==> src/pfs_pkg.sv <==
`default_nettype none

package pfs_pkg;

    // Register port geometry
    localparam int          ADDR_W          = 10;
    localparam int          DATA_W          = 16;
    localparam logic [9:0]  DRV_CONFIG_ADDR = 10'h1C5;
    localparam logic [9:0]  DRV_STATUS_ADDR = 10'h1D2;

    // Config reset: recommended UV threshold code, all enables off
    localparam logic [15:0] CFG_RESET       = 16'h7C00;
    localparam logic [7:0]  DAC_CODE_MIN    = 8'h08;
    localparam logic [7:0]  DAC_CODE_MAX    = 8'hF8;

    // Status bit positions
    localparam int          STS_BOOST_UV    = 0;
    localparam int          STS_OVER_TEMP   = 1;
    localparam int          STS_DRV_EN      = 2;
    localparam int          STS_GATE_UV     = 3;
    localparam int          STS_FIVE_UV     = 4;
    localparam int          STS_FIVE_OV     = 5;
    localparam int          STS_READY       = 6;

    // Timing
    localparam int          CLK_PERIOD_NS   = 10;
    localparam int          MISS_GND_FLT_NS = 1300000;
    localparam int          GND_FLT_CYCLES  = MISS_GND_FLT_NS / CLK_PERIOD_NS;
    localparam int          READY_NS        = 300000;
    localparam int          READY_CYCLES    = READY_NS / CLK_PERIOD_NS;
    localparam int          BOOST_FLT_CYCLES = 4;

    // Analog monitor and pin levels, as they arrive
    typedef struct packed {
        logic drv_en;
        logic boost_fbk;
        logic ground_missing;
        logic vccp_uv;
        logic five_volt_undervoltage;
        logic five_volt_overvoltage;
        logic over_temp;
    } pfs_sense_t;

    // Driver configuration word layout
    typedef struct packed {
        logic [7:0] dac_code;
        logic [3:0] reserved;
        logic       boost_shutoff_en;
        logic       boost_uv_mode;
        logic       over_temp_irq_en;
        logic       boost_irq_en;
    } pfs_cfg_t;

endpackage

`default_nettype wire

==> src/pfs_sync.sv <==
`timescale 1ns/10ps
`default_nettype none

module pfs_sync #(
    parameter int WIDTH = 1
) (
    // Clock and reset
    input  wire logic             clk,
    input  wire logic             reset,
    // Levels
    input  wire logic [WIDTH-1:0] din,
    output logic      [WIDTH-1:0] dout
);

    logic [WIDTH-1:0] stage1_ff;
    logic [WIDTH-1:0] stage2_ff;
    logic [WIDTH-1:0] stage3_ff;
    logic [WIDTH-1:0] dout_ff;

    always_ff @(posedge clk or posedge reset)
    begin
        if (reset)
        begin
            stage1_ff <= '0;
            stage2_ff <= '0;
            stage3_ff <= '0;
        end
        else
        begin
            stage1_ff <= din;
            stage2_ff <= stage1_ff;
            stage3_ff <= stage2_ff;
        end
    end

    // Change accepted only once two late stages agree
    genvar i;
    generate
        for (i = 0; i < WIDTH; i++)
        begin : g_bit
            always_ff @(posedge clk or posedge reset)
            begin
                if (reset)
                    dout_ff[i] <= 1'b0;
                else if (stage2_ff[i] == stage3_ff[i])
                    dout_ff[i] <= stage3_ff[i];
            end
        end
    endgenerate

    assign dout = dout_ff;

endmodule // pfs_sync

`default_nettype wire

==> src/pfs_filter.sv <==
`timescale 1ns/10ps
`default_nettype none

module pfs_filter #(
    parameter int CYCLES = 4,
    parameter int CNT_W  = $clog2(CYCLES + 1)
) (
    // Clock and reset
    input  wire logic clk,
    input  wire logic reset,
    // Levels
    input  wire logic level_in,
    output logic      level_out
);

    logic [CNT_W-1:0] cnt_ff;
    logic             out_ff;

    // Count persistence, drop at once when the condition goes away
    always_ff @(posedge clk or posedge reset)
    begin
        if (reset)
            cnt_ff <= '0;
        else if (!level_in)
            cnt_ff <= '0;
        else if (cnt_ff != CNT_W'(CYCLES))
            cnt_ff <= cnt_ff + CNT_W'(1);
    end

    always_ff @(posedge clk or posedge reset)
    begin
        if (reset)
            out_ff <= 1'b0;
        else
            out_ff <= level_in && (cnt_ff >= CNT_W'(CYCLES - 1));
    end

    assign level_out = out_ff;
endmodule // pfs_filter

`default_nettype wire

==> src/pfs_monitor.sv <==
// What this block does
// - Boost UV mode select switches comparator divider from 1/32 to 1/4.
// - Boost comparator disables high-side pre-drivers only when shut-off enabled.
// - Boost UV goes high when boost below threshold, UV mode active and shut-off enabled.
// - Digital filter applied to boost comparator while UV mode active.
// - Boost UV, gate-supply UV and five-volt UV each force high-side drivers off.
// - Boost UV event sets status bit in driver status register.
// - Boost UV with its interrupt enabled raises interrupt at once.
// - Missing ground asserts gate-supply undervoltage, disabling all pre-drivers.
// - Missing ground must persist 1.3 ms before gate-supply UV asserts.
// - Overtemperature sets its bit in driver status register.
// - Overtemperature with its interrupt enabled raises interrupt at once.
// - Driver-enable pin low turns all pre-drivers off, core keeps running.
// - Driver status shows current driver-enable pin level.
// - Five-volt overvoltage switches device off, all drivers off, while it lasts.
// - Digital outputs ready within 300 us after reset release.
// - Boost comparator high above threshold, low below.
// - Threshold DAC takes unsigned 8-bit code from the core.
`timescale 1ns/10ps
`default_nettype none

module pfs_monitor #(
    parameter int GND_FLT_CYCLES   = pfs_pkg::GND_FLT_CYCLES,
    parameter int READY_CYCLES     = pfs_pkg::READY_CYCLES,
    parameter int BOOST_FLT_CYCLES = pfs_pkg::BOOST_FLT_CYCLES
) (
    // Clock and reset
    input  wire logic                          clk,
    input  wire logic                          reset,
    // Pins and analog monitors
    input  wire pfs_pkg::pfs_sense_t           sense_in,
    // Register port from the serial interface
    input  wire logic [pfs_pkg::ADDR_W-1:0]    reg_addr,
    input  wire logic                          reg_wr,
    input  wire logic [pfs_pkg::DATA_W-1:0]    reg_wdata,
    input  wire logic                          reg_rd,
    output logic      [pfs_pkg::DATA_W-1:0]    reg_rdata,
    // Analog controls
    output logic                               boost_div_quarter,
    output logic                               boost_filter_on,
    output logic      [7:0]                    dac_boost_code,
    // Pre-driver gating
    output logic                               hs_predrv_en,
    output logic                               ls_predrv_en,
    output logic                               device_shutdown,
    // Monitor results
    output logic                               boost_undervoltage,
    output logic                               gate_supply_undervoltage,
    output logic                               digital_ready,
    output logic                               interrupt_request_n
);

    localparam int RDY_W = $clog2(READY_CYCLES + 1);

    pfs_pkg::pfs_sense_t           sense_s;
    pfs_pkg::pfs_cfg_t             cfg_ff;
    logic                          boost_low;
    logic                          boost_low_filt;
    logic                          ground_filt;
    logic                          boost_uv_ff;
    logic                          gate_uv_ff;
    logic                          boost_flag_ff;
    logic                          ot_flag_ff;
    logic                          nxt_boost_flag;
    logic                          nxt_ot_flag;
    logic                          status_read;
    logic [pfs_pkg::DATA_W-1:0]    status_word;
    logic [pfs_pkg::DATA_W-1:0]    rdata_ff;
    logic [RDY_W-1:0]              rdy_cnt_ff;
    logic                          ready_ff;
    logic                          hs_en_ff;
    logic                          ls_en_ff;
    logic                          shutdown_ff;
    logic                          div_quarter_ff;
    logic                          filter_on_ff;
    logic [7:0]                    dac_ff;
    logic                          irq_n_ff;

    pfs_sync #(
        .WIDTH ($bits(pfs_pkg::pfs_sense_t))
    ) u_sync (
        .clk   (clk),
        .reset (reset),
        .din   (sense_in),
        .dout  (sense_s)
    );

    assign boost_low = cfg_ff.boost_uv_mode && !sense_s.boost_fbk;

    pfs_filter #(
        .CYCLES (BOOST_FLT_CYCLES)
    ) u_boost_filt (
        .clk       (clk),
        .reset     (reset),
        .level_in  (boost_low),
        .level_out (boost_low_filt)
    );

    pfs_filter #(
        .CYCLES (GND_FLT_CYCLES)
    ) u_gnd_filt (
        .clk       (clk),
        .reset     (reset),
        .level_in  (sense_s.ground_missing),
        .level_out (ground_filt)
    );

    // lost ground folds into gate-supply UV
    always_ff @(posedge clk or posedge reset)
    begin
        if (reset)
            gate_uv_ff <= 1'b0;
        else
            gate_uv_ff <= ground_filt || sense_s.vccp_uv;
    end

    // Configuration register, reserved bits kept at zero
    always_ff @(posedge clk or posedge reset)
    begin
        if (reset)
            cfg_ff <= pfs_pkg::pfs_cfg_t'(pfs_pkg::CFG_RESET);
        else if (reg_wr && reg_addr == pfs_pkg::DRV_CONFIG_ADDR)
        begin
            cfg_ff          <= pfs_pkg::pfs_cfg_t'(reg_wdata);
            cfg_ff.reserved <= 4'h0;
        end
    end

    // divider and filter select follow UV mode
    always_ff @(posedge clk or posedge reset)
    begin
        if (reset)
        begin
            div_quarter_ff <= 1'b0;
            filter_on_ff   <= 1'b0;
            dac_ff         <= 8'h00;
        end
        else
        begin
            div_quarter_ff <= cfg_ff.boost_uv_mode;
            filter_on_ff   <= cfg_ff.boost_uv_mode;
            dac_ff         <= cfg_ff.dac_code;
        end
    end

    // boost UV gated by shut-off enable
    always_ff @(posedge clk or posedge reset)
    begin
        if (reset)
            boost_uv_ff <= 1'b0;
        else
            boost_uv_ff <= cfg_ff.boost_shutoff_en && cfg_ff.boost_uv_mode && boost_low_filt;
    end

    // Ready time after reset release
    always_ff @(posedge clk or posedge reset)
    begin
        if (reset)
            rdy_cnt_ff <= '0;
        else if (rdy_cnt_ff != RDY_W'(READY_CYCLES))
            rdy_cnt_ff <= rdy_cnt_ff + RDY_W'(1);
    end

    always_ff @(posedge clk or posedge reset)
    begin
        if (reset)
            ready_ff <= 1'b0;
        else if (rdy_cnt_ff == RDY_W'(READY_CYCLES - 1))
            ready_ff <= 1'b1;
    end

    // Drivers held off until ready, so no glitch leaks during start
    always_ff @(posedge clk or posedge reset)
    begin
        if (reset)
        begin
            hs_en_ff    <= 1'b0;
            ls_en_ff    <= 1'b0;
            shutdown_ff <= 1'b1;
        end
        else
        begin
            // high-side also blocked by boost UV
            hs_en_ff    <= ready_ff && sense_s.drv_en && !gate_uv_ff
                           && !sense_s.five_volt_undervoltage
                           && !boost_uv_ff && !sense_s.five_volt_overvoltage;
            // lost ground stops low side too
            ls_en_ff    <= ready_ff && sense_s.drv_en && !gate_uv_ff
                           && !sense_s.five_volt_undervoltage
                           && !sense_s.five_volt_overvoltage;
            shutdown_ff <= sense_s.five_volt_overvoltage;
        end
    end

    assign status_read = reg_rd && reg_addr == pfs_pkg::DRV_STATUS_ADDR;

    // Sticky flags; a new event beats a clearing read
    always_comb
    begin
        nxt_boost_flag = boost_flag_ff;
        nxt_ot_flag    = ot_flag_ff;
        if (status_read)
        begin
            nxt_boost_flag = 1'b0;
            nxt_ot_flag    = 1'b0;
        end
        if (boost_uv_ff)
            nxt_boost_flag = 1'b1;
        if (sense_s.over_temp)
            nxt_ot_flag = 1'b1;
    end

    always_ff @(posedge clk or posedge reset)
    begin
        if (reset)
        begin
            boost_flag_ff <= 1'b0;
            ot_flag_ff    <= 1'b0;
        end
        else
        begin
            boost_flag_ff <= nxt_boost_flag;
            ot_flag_ff    <= nxt_ot_flag;
        end
    end

    // Interrupt line follows enabled flags
    always_ff @(posedge clk or posedge reset)
    begin
        if (reset)
            irq_n_ff <= 1'b1;
        else
            irq_n_ff <= !((nxt_boost_flag && cfg_ff.boost_irq_en)
                          || (nxt_ot_flag && cfg_ff.over_temp_irq_en));
    end

    always_comb
    begin
        status_word                         = '0;
        status_word[pfs_pkg::STS_BOOST_UV]  = boost_flag_ff;
        status_word[pfs_pkg::STS_OVER_TEMP] = ot_flag_ff;
        status_word[pfs_pkg::STS_DRV_EN]    = sense_s.drv_en;
        status_word[pfs_pkg::STS_GATE_UV]   = gate_uv_ff;
        status_word[pfs_pkg::STS_FIVE_UV]   = sense_s.five_volt_undervoltage;
        status_word[pfs_pkg::STS_FIVE_OV]   = sense_s.five_volt_overvoltage;
        status_word[pfs_pkg::STS_READY]     = ready_ff;
    end

    // Read data; unmapped addresses read zero
    always_ff @(posedge clk or posedge reset)
    begin
        if (reset)
            rdata_ff <= '0;
        else if (reg_rd)
        begin
            if (reg_addr == pfs_pkg::DRV_CONFIG_ADDR)
                rdata_ff <= cfg_ff;
            else if (reg_addr == pfs_pkg::DRV_STATUS_ADDR)
                rdata_ff <= status_word;
            else
                rdata_ff <= '0;
        end
    end

    assign reg_rdata                = rdata_ff;
    assign boost_div_quarter        = div_quarter_ff;
    assign boost_filter_on          = filter_on_ff;
    assign dac_boost_code           = dac_ff;
    assign hs_predrv_en             = hs_en_ff;
    assign ls_predrv_en             = ls_en_ff;
    assign device_shutdown          = shutdown_ff;
    assign boost_undervoltage       = boost_uv_ff;
    assign gate_supply_undervoltage = gate_uv_ff;
    assign digital_ready            = ready_ff;
    assign interrupt_request_n      = irq_n_ff;
endmodule // pfs_monitor

`default_nettype wire

==> config.mk <==
export PLATFORM = sky130hd
export DESIGN_NAME = pfs_monitor
export DESIGN_NICKNAME = d
export VERILOG_FILES = /design/src/pfs_pkg.sv /design/src/pfs_sync.sv /design/src/pfs_filter.sv /design/src/pfs_monitor.sv
export SDC_FILE = /design/constraint.sdc
export NUM_CORES = 1
export LEC_CHECK = 0
export BUFFER_PORTS_ARGS = -buffer_cell sky130_fd_sc_hd__buf_4
export CAP_MARGIN = 30
export CORE_UTILIZATION = 53
export CTS_BUF_LIST = sky130_fd_sc_hd__clkbuf_16
export DETAILED_ROUTE_END_ITERATION = 16
export GPL_TIMING_DRIVEN = 0
export HOLD_SLACK_MARGIN = 0.06
export PLACE_DENSITY = 0.76
export RECOVER_POWER = 25
export REMOVE_ABC_BUFFERS = 1
export SYNTH_ARGS = -nofsm -noshare
export SYNTH_HDL_FRONTEND = slang
export SYNTH_SLANG_ARGS = --single-unit
==> constraint.sdc <==
create_clock -name clk -period 8.3 [get_ports clk]
set_input_delay 0 -clock clk [delete_from_list [all_inputs] [get_ports clk]]
set_output_delay 0 -clock clk [all_outputs]
set_load 0.02 [all_outputs]
==> impl_metrics.yaml, run 1 <==
die:
  dieArea_sq_um: 8512
  fp-row-count: 32
  ioPinCount: 70
  die_w_microns: 92.26
  start_util: 0.5530
  core_area_sq_um: 7807
  die_h_microns: 92.26
cells_and_area:
  area_growth_pct: 26.14
  fillCellCount: 526
  diodes: 0
  final_cells: 524
  drive_above_1_share: 0.2536
  final_nets: 461
power_and_ir_drop:
  finalPower_mw: 1.027
  swShare: 0.2319
  intPower_mw: 0.7885
  clkPwrFrac: 0.401
  power.leakage_nw: 2.610
  power.density_nw_per_um2: 188.5
  p_seq_frac: 0.547
  combPwrFrac: 0.052
  peakVddDrop_uv: 111.3
  p_sw_mw: 0.2381
placed_design:
  gp_congestion: 0.7793
  placement.io_buffers: 64
  dp_cells: 483
  hpwl_microns: 4828
setup_path:
  crit_chain: "dlygate4sd3_1 -> buf_4 -> nor4b_4 -> nand3_1 -> dlygate4sd3_1 -> a222oi_1"
  worst_path_largest_cell_delay_ns: 0.60
  start_kind: "primary input"
  rrSetupSlack_ns: 6.50
  worstPathMaxFanout: 6
  critPathRequiredTime_ns: 8.53
  critPathArrivalTime_ns: 2.16
  r2r_cells: 4
  critPathKind: "primary input to flip-flop"
  endpoint_kind: "flip-flop"
  crit_slowest_cell: "dlygate4sd3_1"
  crit_top_cell: "dlygate4sd3_1"
yosys:
  syn_avg_cell_area_sq_um: 13.33
  synth_top_flop_cell: "dfrtp_1"
  netlist_area_sq_um: 4318
  ys_seq_area_frac: 0.6395
  synth.distinct_cells: 51
  yosysWarnings: 0
  syn-instance-count: 324
  synth_seq_cells: 110
  async_reset_ff_frac: 1.000
  synth_edf_count: 0
timing:
  hold_viol: 0
  slew_headroom: -0.2026
  worst_pin_slew_ns: 1.794
  rsz0062_at_grt: "no"
  period_needed_ns: 1.932
  period_share: 0.2328
  skew_ns: 0.007609
  finalSetupTns_ns: 0
  clock.fmax_mhz: 517.6
  drv_slew: 40
  setup_viol: 0
global_routing:
  gr-total-overflow: 0
  antenna_found_initial: 0
  grt_pass1_wl_microns: 12930
  grt_pass1_vias: 2771
  track_usage: 0.1935
  grt_max_degree: 72
clock_network:
  clk_pin_slew_ns: 0.07
  clock_path_buffers: 2
  cts_root_buf: "clkbuf_16"
  cts-buffers-inserted: 9
  clock_latency_ns: 0.34
  cts-htree-levels: 3
  cts_tree: "built"
  postCtsHoldBufs: 25
  cts.sinks: 110
  ctsResizeCount: 0
  cts_setup_buffers: 0
flow_run:
  drv_cap: 1
run_status:
  status: "finished with violations"
  violations: "max-capacitance violations, max-slew violations"
route:
  antenna_left: 0
  firstDrtPassIters: 8
  num_vias: 2772
  wl_microns: 7529
  first_iter_violations: 111
  wl_per_cell_microns: 14.37
  drc_errors: 0
  viasPerCell: 5.290
worst_hold_path:
  whs_path_depth: 5
  hp-class: "primary input to flip-flop"
==> logic make-up after synthesis <==
group                    synth area share
AO/OA/AOI/OAI                     0.05564
XOR/XNOR                          0.04665
adder cells (fa/ha/maj)           0.03651
buffers and inverters             0.02289
flip-flops                         0.6395
multiplexers                      0.05100
other                           0.0008685
AND/OR/NAND/NOR                    0.1469
==> cells in the mapped netlist, types with 3 or more instances <==
cell type	instances	area, sq um
clkbuf_1	3	11.26
dfstp_2	7	183.9
nor2_1	15	56.30
nor2b_1	4	25.02
and2_1	9	56.30
mux2_2	12	135.1
xor2_1	8	70.07
a22oi_1	4	30.03
and3_1	3	18.77
nand3_1	9	45.04
nor3_1	4	20.02
dfrtp_1	103	2577
nand4_1	6	37.54
nand2b_1	5	31.28
a22o_1	12	105.1
buf_4	3	22.52
nor4_1	3	18.77
o2bb2ai_1	4	35.03
mux2i_1	7	70.07
ha_1	7	87.58
inv_1	13	48.80
nand2_1	23	86.33
maj3_1	7	70.07
a21o_1	4	30.03
xnor2_1	15	131.4
==> critical path: cells and delay by family <==
kind | cells | cell delay (ns)
AND/OR/NAND/NOR | 2 | 0.59
AO/OA/AOI/OAI | 1 | 0.28
buffers and inverters | 3 | 1.29
==> path summary, 6_finish.rpt <==
kind                                           from                    to
max in group asynchronous                     reset       device_shutdown
min in group asynchronous                     reset   u_sync.stage1_ff[4]
worst min register to register  u_sync.stage1_ff[1]   u_sync.stage2_ff[1]
worst min-delay path                    reg_addr[5]          reg_rdata[0]
worst max register to register       u_sync.dout[4]  u_gnd_filt.cnt_ff[1]
worst max-delay path                    reg_addr[0]   interrupt_request_n
==> layout make-up <==
cell class,instances,area [sq um],share of cell area
Clock buffer,9,225.2,0.04135
Sequential cell,110,2761,0.5070
Tap cell,102,127.6,0.02343
Timing Repair Buffer,90,758.2,0.1392
Multi-Input combinational cell,193,1458,0.2676
Clock inverter,7,66.31,0.01218
Inverter,13,50.05,0.009189
==> flip-flops by register name, indices dropped and copies added (netlist names), 3 cells and up <==
name / count
u_sync.stage3_ff: 7
u_sync.dout: 7
reg_rdata: 15
u_sync.stage1_ff: 7
u_boost_filt.cnt_ff: 3
rdy_cnt_ff: 15
cfg_ff: 12
u_sync.stage2_ff: 7
dac_boost_code: 8
u_gnd_filt.cnt_ff: 17
==> power by group through the flow <==
stage	sequential, mW	combinational, mW	clock, mW
detailed placement	0.573	0.0460	0
finish	0.562	0.0537	0.411
global placement	0.572	0.0430	0
CTS	0.562	0.0549	0.420
global route	0.564	0.0600	0.442
floorplan	0.571	0.0214	0
==> per-stage QoR <==
| step | worst slack [ns] | cell area (sq um) | util | hold WS [ns] |
|---|---|---|---|---|
| 3_3_place_gp | 4.302 | 4876 | 0.6245 | 0.1090 |
| 5_1_grt | 6.246 | 5446 | 0.6976 | 0.2166 |
| 2_1_floorplan | 5.409 | 4268 | - | 0.03143 |
| 3_5_place_dp | 6.464 | 4906 | 0.6284 | 0.08139 |
| 6_report | 6.368 | 5446 | 0.6976 | 0.1891 |
| 4_1_cts | 6.370 | 5448 | 0.6978 | 0.1652 |
==> per-layer routing <==
layer	up-vias	part of all wire	global-route usage
li1	1306	-	-
met1	1389	0.46	0.2571
met4	0	0.0077	0.05078
met3	5	0.039	0.04146
met2	72	0.49	0.3246
met5	-	0	0
==> cells in the final DEF, fill, tap and decap left out, types with 5 or more instances in the layout <==
| master | Yosys | routed |
|---|---|---|
| a22o_1 | 12 | 12 |
| and2_1 | 9 | 9 |
| buf_4 | 3 | 56 |
| clkbuf_16 | 0 | 9 |
| clkbuf_4 | 0 | 8 |
| dfrtp_1 | 103 | 103 |
| dfstp_1 | 0 | 5 |
| dlygate4sd3_1 | 0 | 25 |
| ha_1 | 7 | 7 |
| inv_1 | 13 | 12 |
| maj3_1 | 7 | 7 |
| mux2_2 | 12 | 12 |
| mux2i_1 | 7 | 7 |
| nand2_1 | 23 | 23 |
| nand2b_1 | 5 | 5 |
| nand3_1 | 9 | 9 |
| nand4_1 | 6 | 6 |
| nor2_1 | 15 | 15 |
| xnor2_1 | 15 | 15 |
| xor2_1 | 8 | 8 |
(Power assumes the default switching activity.)
==> run 2: changes to the inputs <==
clock period = 1.9 ns   (was 8.3 ns; I/O delays follow)
==> run 2 against run 1 <==
The run now ends clean. Sequential cell count is the same. Worst setup slack lost 6.3 ns. Sequential share of layout area shrank 0.093 points. Clock-buffer cell count is the same. Register-to-register slack lost 6.2 ns. Sequential power grew to 4.4 times the previous value. Combinational power grew to 4.3 times the previous value. Total power grew to 4.4 times the previous value. Utilization grew 0.16 points. Critical path type unchanged. Largest power group unchanged.
==> impl_metrics.yaml, run 2 (same netlist as run 1, synthesis figures left out) <==
run_status:
  status: "complete, no violations"
die:
  start_util: 0.5530
  dieArea_sq_um: 8512
  fp-row-count: 32
  die_w_microns: 92.26
  die_h_microns: 92.26
  ioPinCount: 70
  core_area_sq_um: 7807
timing:
  drv_slew: 0
  setup_viol: 0
  period_needed_ns: 1.841
  slew_headroom: 0.4250
  hold_viol: 0
  period_share: 0.9689
  rsz0062_at_grt: "no"
  worst_pin_slew_ns: 0.8612
  hold_ws_ns: 0.06759
  skew_ns: 0.007345
  clock.fmax_mhz: 543.2
setup_path:
  crit_chain: "dlygate4sd3_1 -> buf_4 -> nor4b_4 -> nand3_2 -> dlygate4sd3_1 -> a222oi_1"
  worstPathMaxFanout: 3
  crit_top_cell: "dlygate4sd3_1"
  crit_slowest_cell: "dlygate4sd3_1"
  worst_path_largest_cell_delay_ns: 0.59
  critPathArrivalTime_ns: 2.07
  critPathRequiredTime_ns: 2.13
  path_buf_inv: 3
  critical_path.top_delay_family: "buffers and inverters"
  endpoint_kind: "flip-flop"
  start_kind: "primary input"
  critPathKind: "primary input to flip-flop"
clock_network:
  cts_root_buf: "clkbuf_16"
  cts-buffers-inserted: 9
  cts-htree-levels: 3
  cts.sinks: 110
  clock_path_buffers: 2
  cts_tree: "built"
  clk_pin_slew_ns: 0.07
  clock_latency_ns: 0.34
global_routing:
  antenna_found_initial: 0
  grt_max_degree: 72
  grt_pass1_wl_microns: 13010
  grt_pass1_vias: 2791
  track_usage: 0.1947
  gr-total-overflow: 0
power_and_ir_drop:
  power.leakage_nw: 2.621
  finalPower_mw: 4.480
  power.density_nw_per_um2: 820.6
  peakVddDrop_uv: 492.1
flow_run:
  drv_cap: 0
route:
  wl_per_cell_microns: 14.53
  drc_errors: 0
  viasPerCell: 5.301
  firstDrtPassIters: 5
  num_vias: 2783
  antenna_left: 0
  first_iter_violations: 108
  wl_microns: 7626
worst_hold_path:
  hp-class: "primary input to flip-flop"
cells_and_area:
  diodes: 0
  final_common_cell: "dfrtp_1"
  largest-register: "u_gnd_filt.cnt_ff"
  postLayoutCellArea_sq_um: 5459
  largest_register_ffs: 17
  multi_input_area_sq_um: 1463
  drive_above_1_share: 0.2600
  final_nets: 462
  final_cell_mix: "dfrtp_1 (102), buf_4 (57), dlygate4sd3_1 (25)"
  area_growth_pct: 26.43
  final-seq-area_sq_um: 2763
  fillCellCount: 526
  fin_util: 0.6992
placed_design:
  placement.io_buffers: 64
  hpwl_microns: 4828
  place_area_sq_um: 4906
  gp_congestion: 0.7793
## run 2: power by group
| group | internal (mW) | switching (mW) | total, mW |
|---|---|---|---|
| clock network | 0.920 | 0.873 | 1.79 |
| registers | 2.40 | 0.0531 | 2.45 |
| logic | 0.123 | 0.110 | 0.233 |
| total | 3.44 | 1.04 | 4.48 |
## run 2: path summary, 6_finish.rpt
kind                                          start             endpoint  slack (ns)  cells past startpoint
worst max-delay path                    reg_addr[2]  interrupt_request_n        0.06                      6
worst min-delay path                    reg_addr[0]           ot_flag_ff        0.07                      4
worst max register to register        rdy_cnt_ff[1]       rdy_cnt_ff[12]        0.28                      5
worst min register to register  u_sync.stage1_ff[1]  u_sync.stage2_ff[1]        0.35                      0
max in group asynchronous                     reset      device_shutdown        0.63                      4
min in group asynchronous                     reset  u_sync.stage1_ff[4]        0.40                      3
## run 2: tightest hold or removal path: cells and delay by family
family,cells,cell delay (ns)
and+or+nand+nor,2,0.15
buffers and inverters,1,0.10
AOI/OAI and AO/OA,1,0.12
## run 2: through the flow
stage	setup TNS, ns	setup slack (ns)	std cells
CTS	0	0.03571	524
detailed placement	0	0.06428	483
global route	0	0.02059	525
floorplan	-103.63	-0.9907	316
global placement	-222.56	-2.098	482
finish	0	0.05906	525
## run 2: layout make-up
| cell class | instances | area share |
|---|---|---|
| clock buffer | 9 | 0.04126 |
| clock inverter | 7 | 0.01215 |
| inverter | 13 | 0.008939 |
| multi-input combinational | 193 | 0.2679 |
| sequential | 110 | 0.5061 |
| tap | 102 | 0.02338 |
| timing repair buffer | 91 | 0.1403 |
## run 2: what timing repair did
item | in CTS | in global routing
setup endpoints to repair | 0 | 4
resized for setup | 0 | 2
buffers inserted | 0 | 1
hold buffers | 25 | 0
endpoints found under the hold margin | 62 | 0
## run 2: layer usage
| layer | vias up | part of all wire | GRT usage |
|---|---|---|---|
| met5 | - | 0 | 0 |
| met4 | 0 | 0.0076 | 0.05469 |
| met3 | 5 | 0.041 | 0.04146 |
| met2 | 75 | 0.50 | 0.3296 |
| met1 | 1393 | 0.46 | 0.2545 |
| li1 | 1310 | - | - |
==> run 3: changes to the inputs <==
CORE_MARGIN = 2   (was unset)
PLACE_DENSITY = unset   (was 0.76)
PLACE_DENSITY_LB_ADDON = 0.1   (was unset)
==> run 3 against run 2 <==
Sequential cell count unchanged. Register-to-register slack worse by 0.03 ns. First-iteration DRC count down 11%. Largest power group unchanged. Sequential power about the same. Worst setup slack better by 0.075 ns. Utilization up 0.24 points. Cell count down 0.38%. Clock-buffer cell count unchanged. Global-route usage about the same. Combinational power about the same. Via count down 2.8%.
==> impl_metrics.yaml, run 3 (same netlist as run 1, synthesis figures left out) <==
timing:
  rsz0062_at_grt: "no"
  period_needed_ns: 1.766
  period_share: 0.9292
  skew_ns: 0.007966
  drv_slew: 0
  setup_viol: 0
  slew_headroom: 0.2991
  worst_pin_slew_ns: 1.050
  hold_viol: 0
  clock.fmax_mhz: 566.4
clock_network:
  cts_root_buf: "clkbuf_16"
  cts_tree: "built"
  cts-buffers-inserted: 9
  cts-htree-levels: 3
  cts.sinks: 110
  clk_pin_slew_ns: 0.08
  clock_latency_ns: 0.34
  clock_path_buffers: 2
global_routing:
  gr-total-overflow: 0
  grt_pass1_wl_microns: 13390
  antenna_found_initial: 0
  grt_max_degree: 62
  track_usage: 0.1944
  grt_pass1_vias: 2791
power_and_ir_drop:
  p_seq_frac: 0.521
  power.leakage_nw: 2.629
  peakVddDrop_uv: 504.0
  swShare: 0.2339
  clkPwrFrac: 0.430
  power.density_nw_per_um2: 859.1
  p_sw_mw: 1.101
  combPwrFrac: 0.049
  finalPower_mw: 4.706
  intPower_mw: 3.605
setup_path:
  worst_path_largest_cell_delay_ns: 0.60
  crit_slowest_cell: "dlygate4sd3_1"
  worstPathMaxFanout: 3
  critPathKind: "primary input to flip-flop"
  start_kind: "primary input"
  critPathRequiredTime_ns: 2.13
  critPathArrivalTime_ns: 2.00
  crit_top_cell: "dlygate4sd3_1"
  crit_chain: "dlygate4sd3_1 -> buf_4 -> nor4b_4 -> nand3_1 -> dlygate4sd3_1 -> a222oi_1"
  endpoint_kind: "flip-flop"
route:
  dr_wl_met2_microns: 3714
  met1_length_microns: 3560
  wl_met3_microns: 320
  antenna_left: 0
  viasPerCell: 5.172
  firstDrtPassIters: 4
  drc_errors: 0
  wl_microns: 7717
  highest_layer: "met4"
  first_iter_violations: 96
  wl_per_cell_microns: 14.76
  num_vias: 2705
placed_design:
  hpwl_microns: 4875
  placement.io_buffers: 64
  gp_congestion: 0.7599
die:
  dieArea_sq_um: 8885
  ioPinCount: 70
  die_w_microns: 94.26
  core_area_sq_um: 7807
  fp-row-count: 32
  die_h_microns: 94.26
  start_util: 0.5530
cells_and_area:
  area_growth_pct: 26.86
  drive_above_1_share: 0.2589
  final_cell_mix: "dfrtp_1 (102), buf_4 (56), dlygate4sd3_1 (24)"
  fin_util: 0.7016
  largest-register: "u_gnd_filt.cnt_ff"
  diodes: 0
  final_common_cell: "dfrtp_1"
  largest_register_ffs: 17
  final_nets: 460
run_status:
  status: "complete, no violations"
flow_run:
  drv_cap: 0
worst_hold_path:
  hp-class: "primary input to flip-flop"
==> run 3: per-stage QoR <==
step,cells,area (sq um),hold slack (ns),TNS [ns],setup slack [ns]
after global placement,482,4876,0.1092,-222.54,-2.097
after detailed placement,483,4906,0.1106,0,0.03314
after CTS,523,5480,0.06524,0,0.1483
final,523,5478,0.08610,0,0.1345
after global routing,523,5478,0.1060,0,0.01153
after floorplan,316,4268,0.03143,-103.63,-0.9907
==> run 3: path summary, 6_finish.rpt <==
check                               startpoint                    to  slack (ns)  cells after the start
min in group asynchronous                reset  u_gnd_filt.cnt_ff[6]        0.48                      3
min                                reg_addr[0]         boost_flag_ff        0.09                      4
min reg2reg                u_sync.stage1_ff[1]   u_sync.stage2_ff[1]        0.35                      0
max                                reg_addr[2]   interrupt_request_n        0.13                      6
max reg2reg                     u_sync.dout[4]  u_gnd_filt.cnt_ff[0]        0.25                      4
max in group asynchronous                reset       device_shutdown        0.55                      4
==> run 3: power by group through the flow <==
stage | Combinational (mW) | Clock, mW | Sequential, mW
after global routing | 0.264 | 2.17 | 2.46
after global placement | 0.187 | 0 | 2.50
final | 0.233 | 2.02 | 2.45
after CTS | 0.240 | 2.07 | 2.45
after detailed placement | 0.202 | 0 | 2.50
after floorplan | 0.0935 | 0 | 2.50
==> run 3: what timing repair did <==
action                     in CTS  in global routing
hold endpoints to repair       69                  0
hold buffers                   24                  0
buffers inserted                0                  0
setup endpoints to repair       1                  0
gates resized for setup         1                  0
==> run 3: metal layers <==
metal	up-vias	GRT usage
met4	0	0.07850
li1	1310	-
met5	-	0
met2	55	0.3018
met1	1328	0.2774
met3	12	0.02889
==> run 3: area by class of cell <==
type,instances,area [sq um]
inverter,13,48.80
clock buffer,9,225.2
tap,102,127.6
sequential,110,2763
fill,552,2330
timing repair buffer,89,748.2
multi-input combinational,193,1458
clock inverter,7,107.6
==> run 3: critical path, delay by kind of cell <==
kind,cells,cell delay [ns]
buffers and inverters,3,1.29
AND/OR/NAND/NOR,2,0.44
AO/OA/AOI/OAI,1,0.28
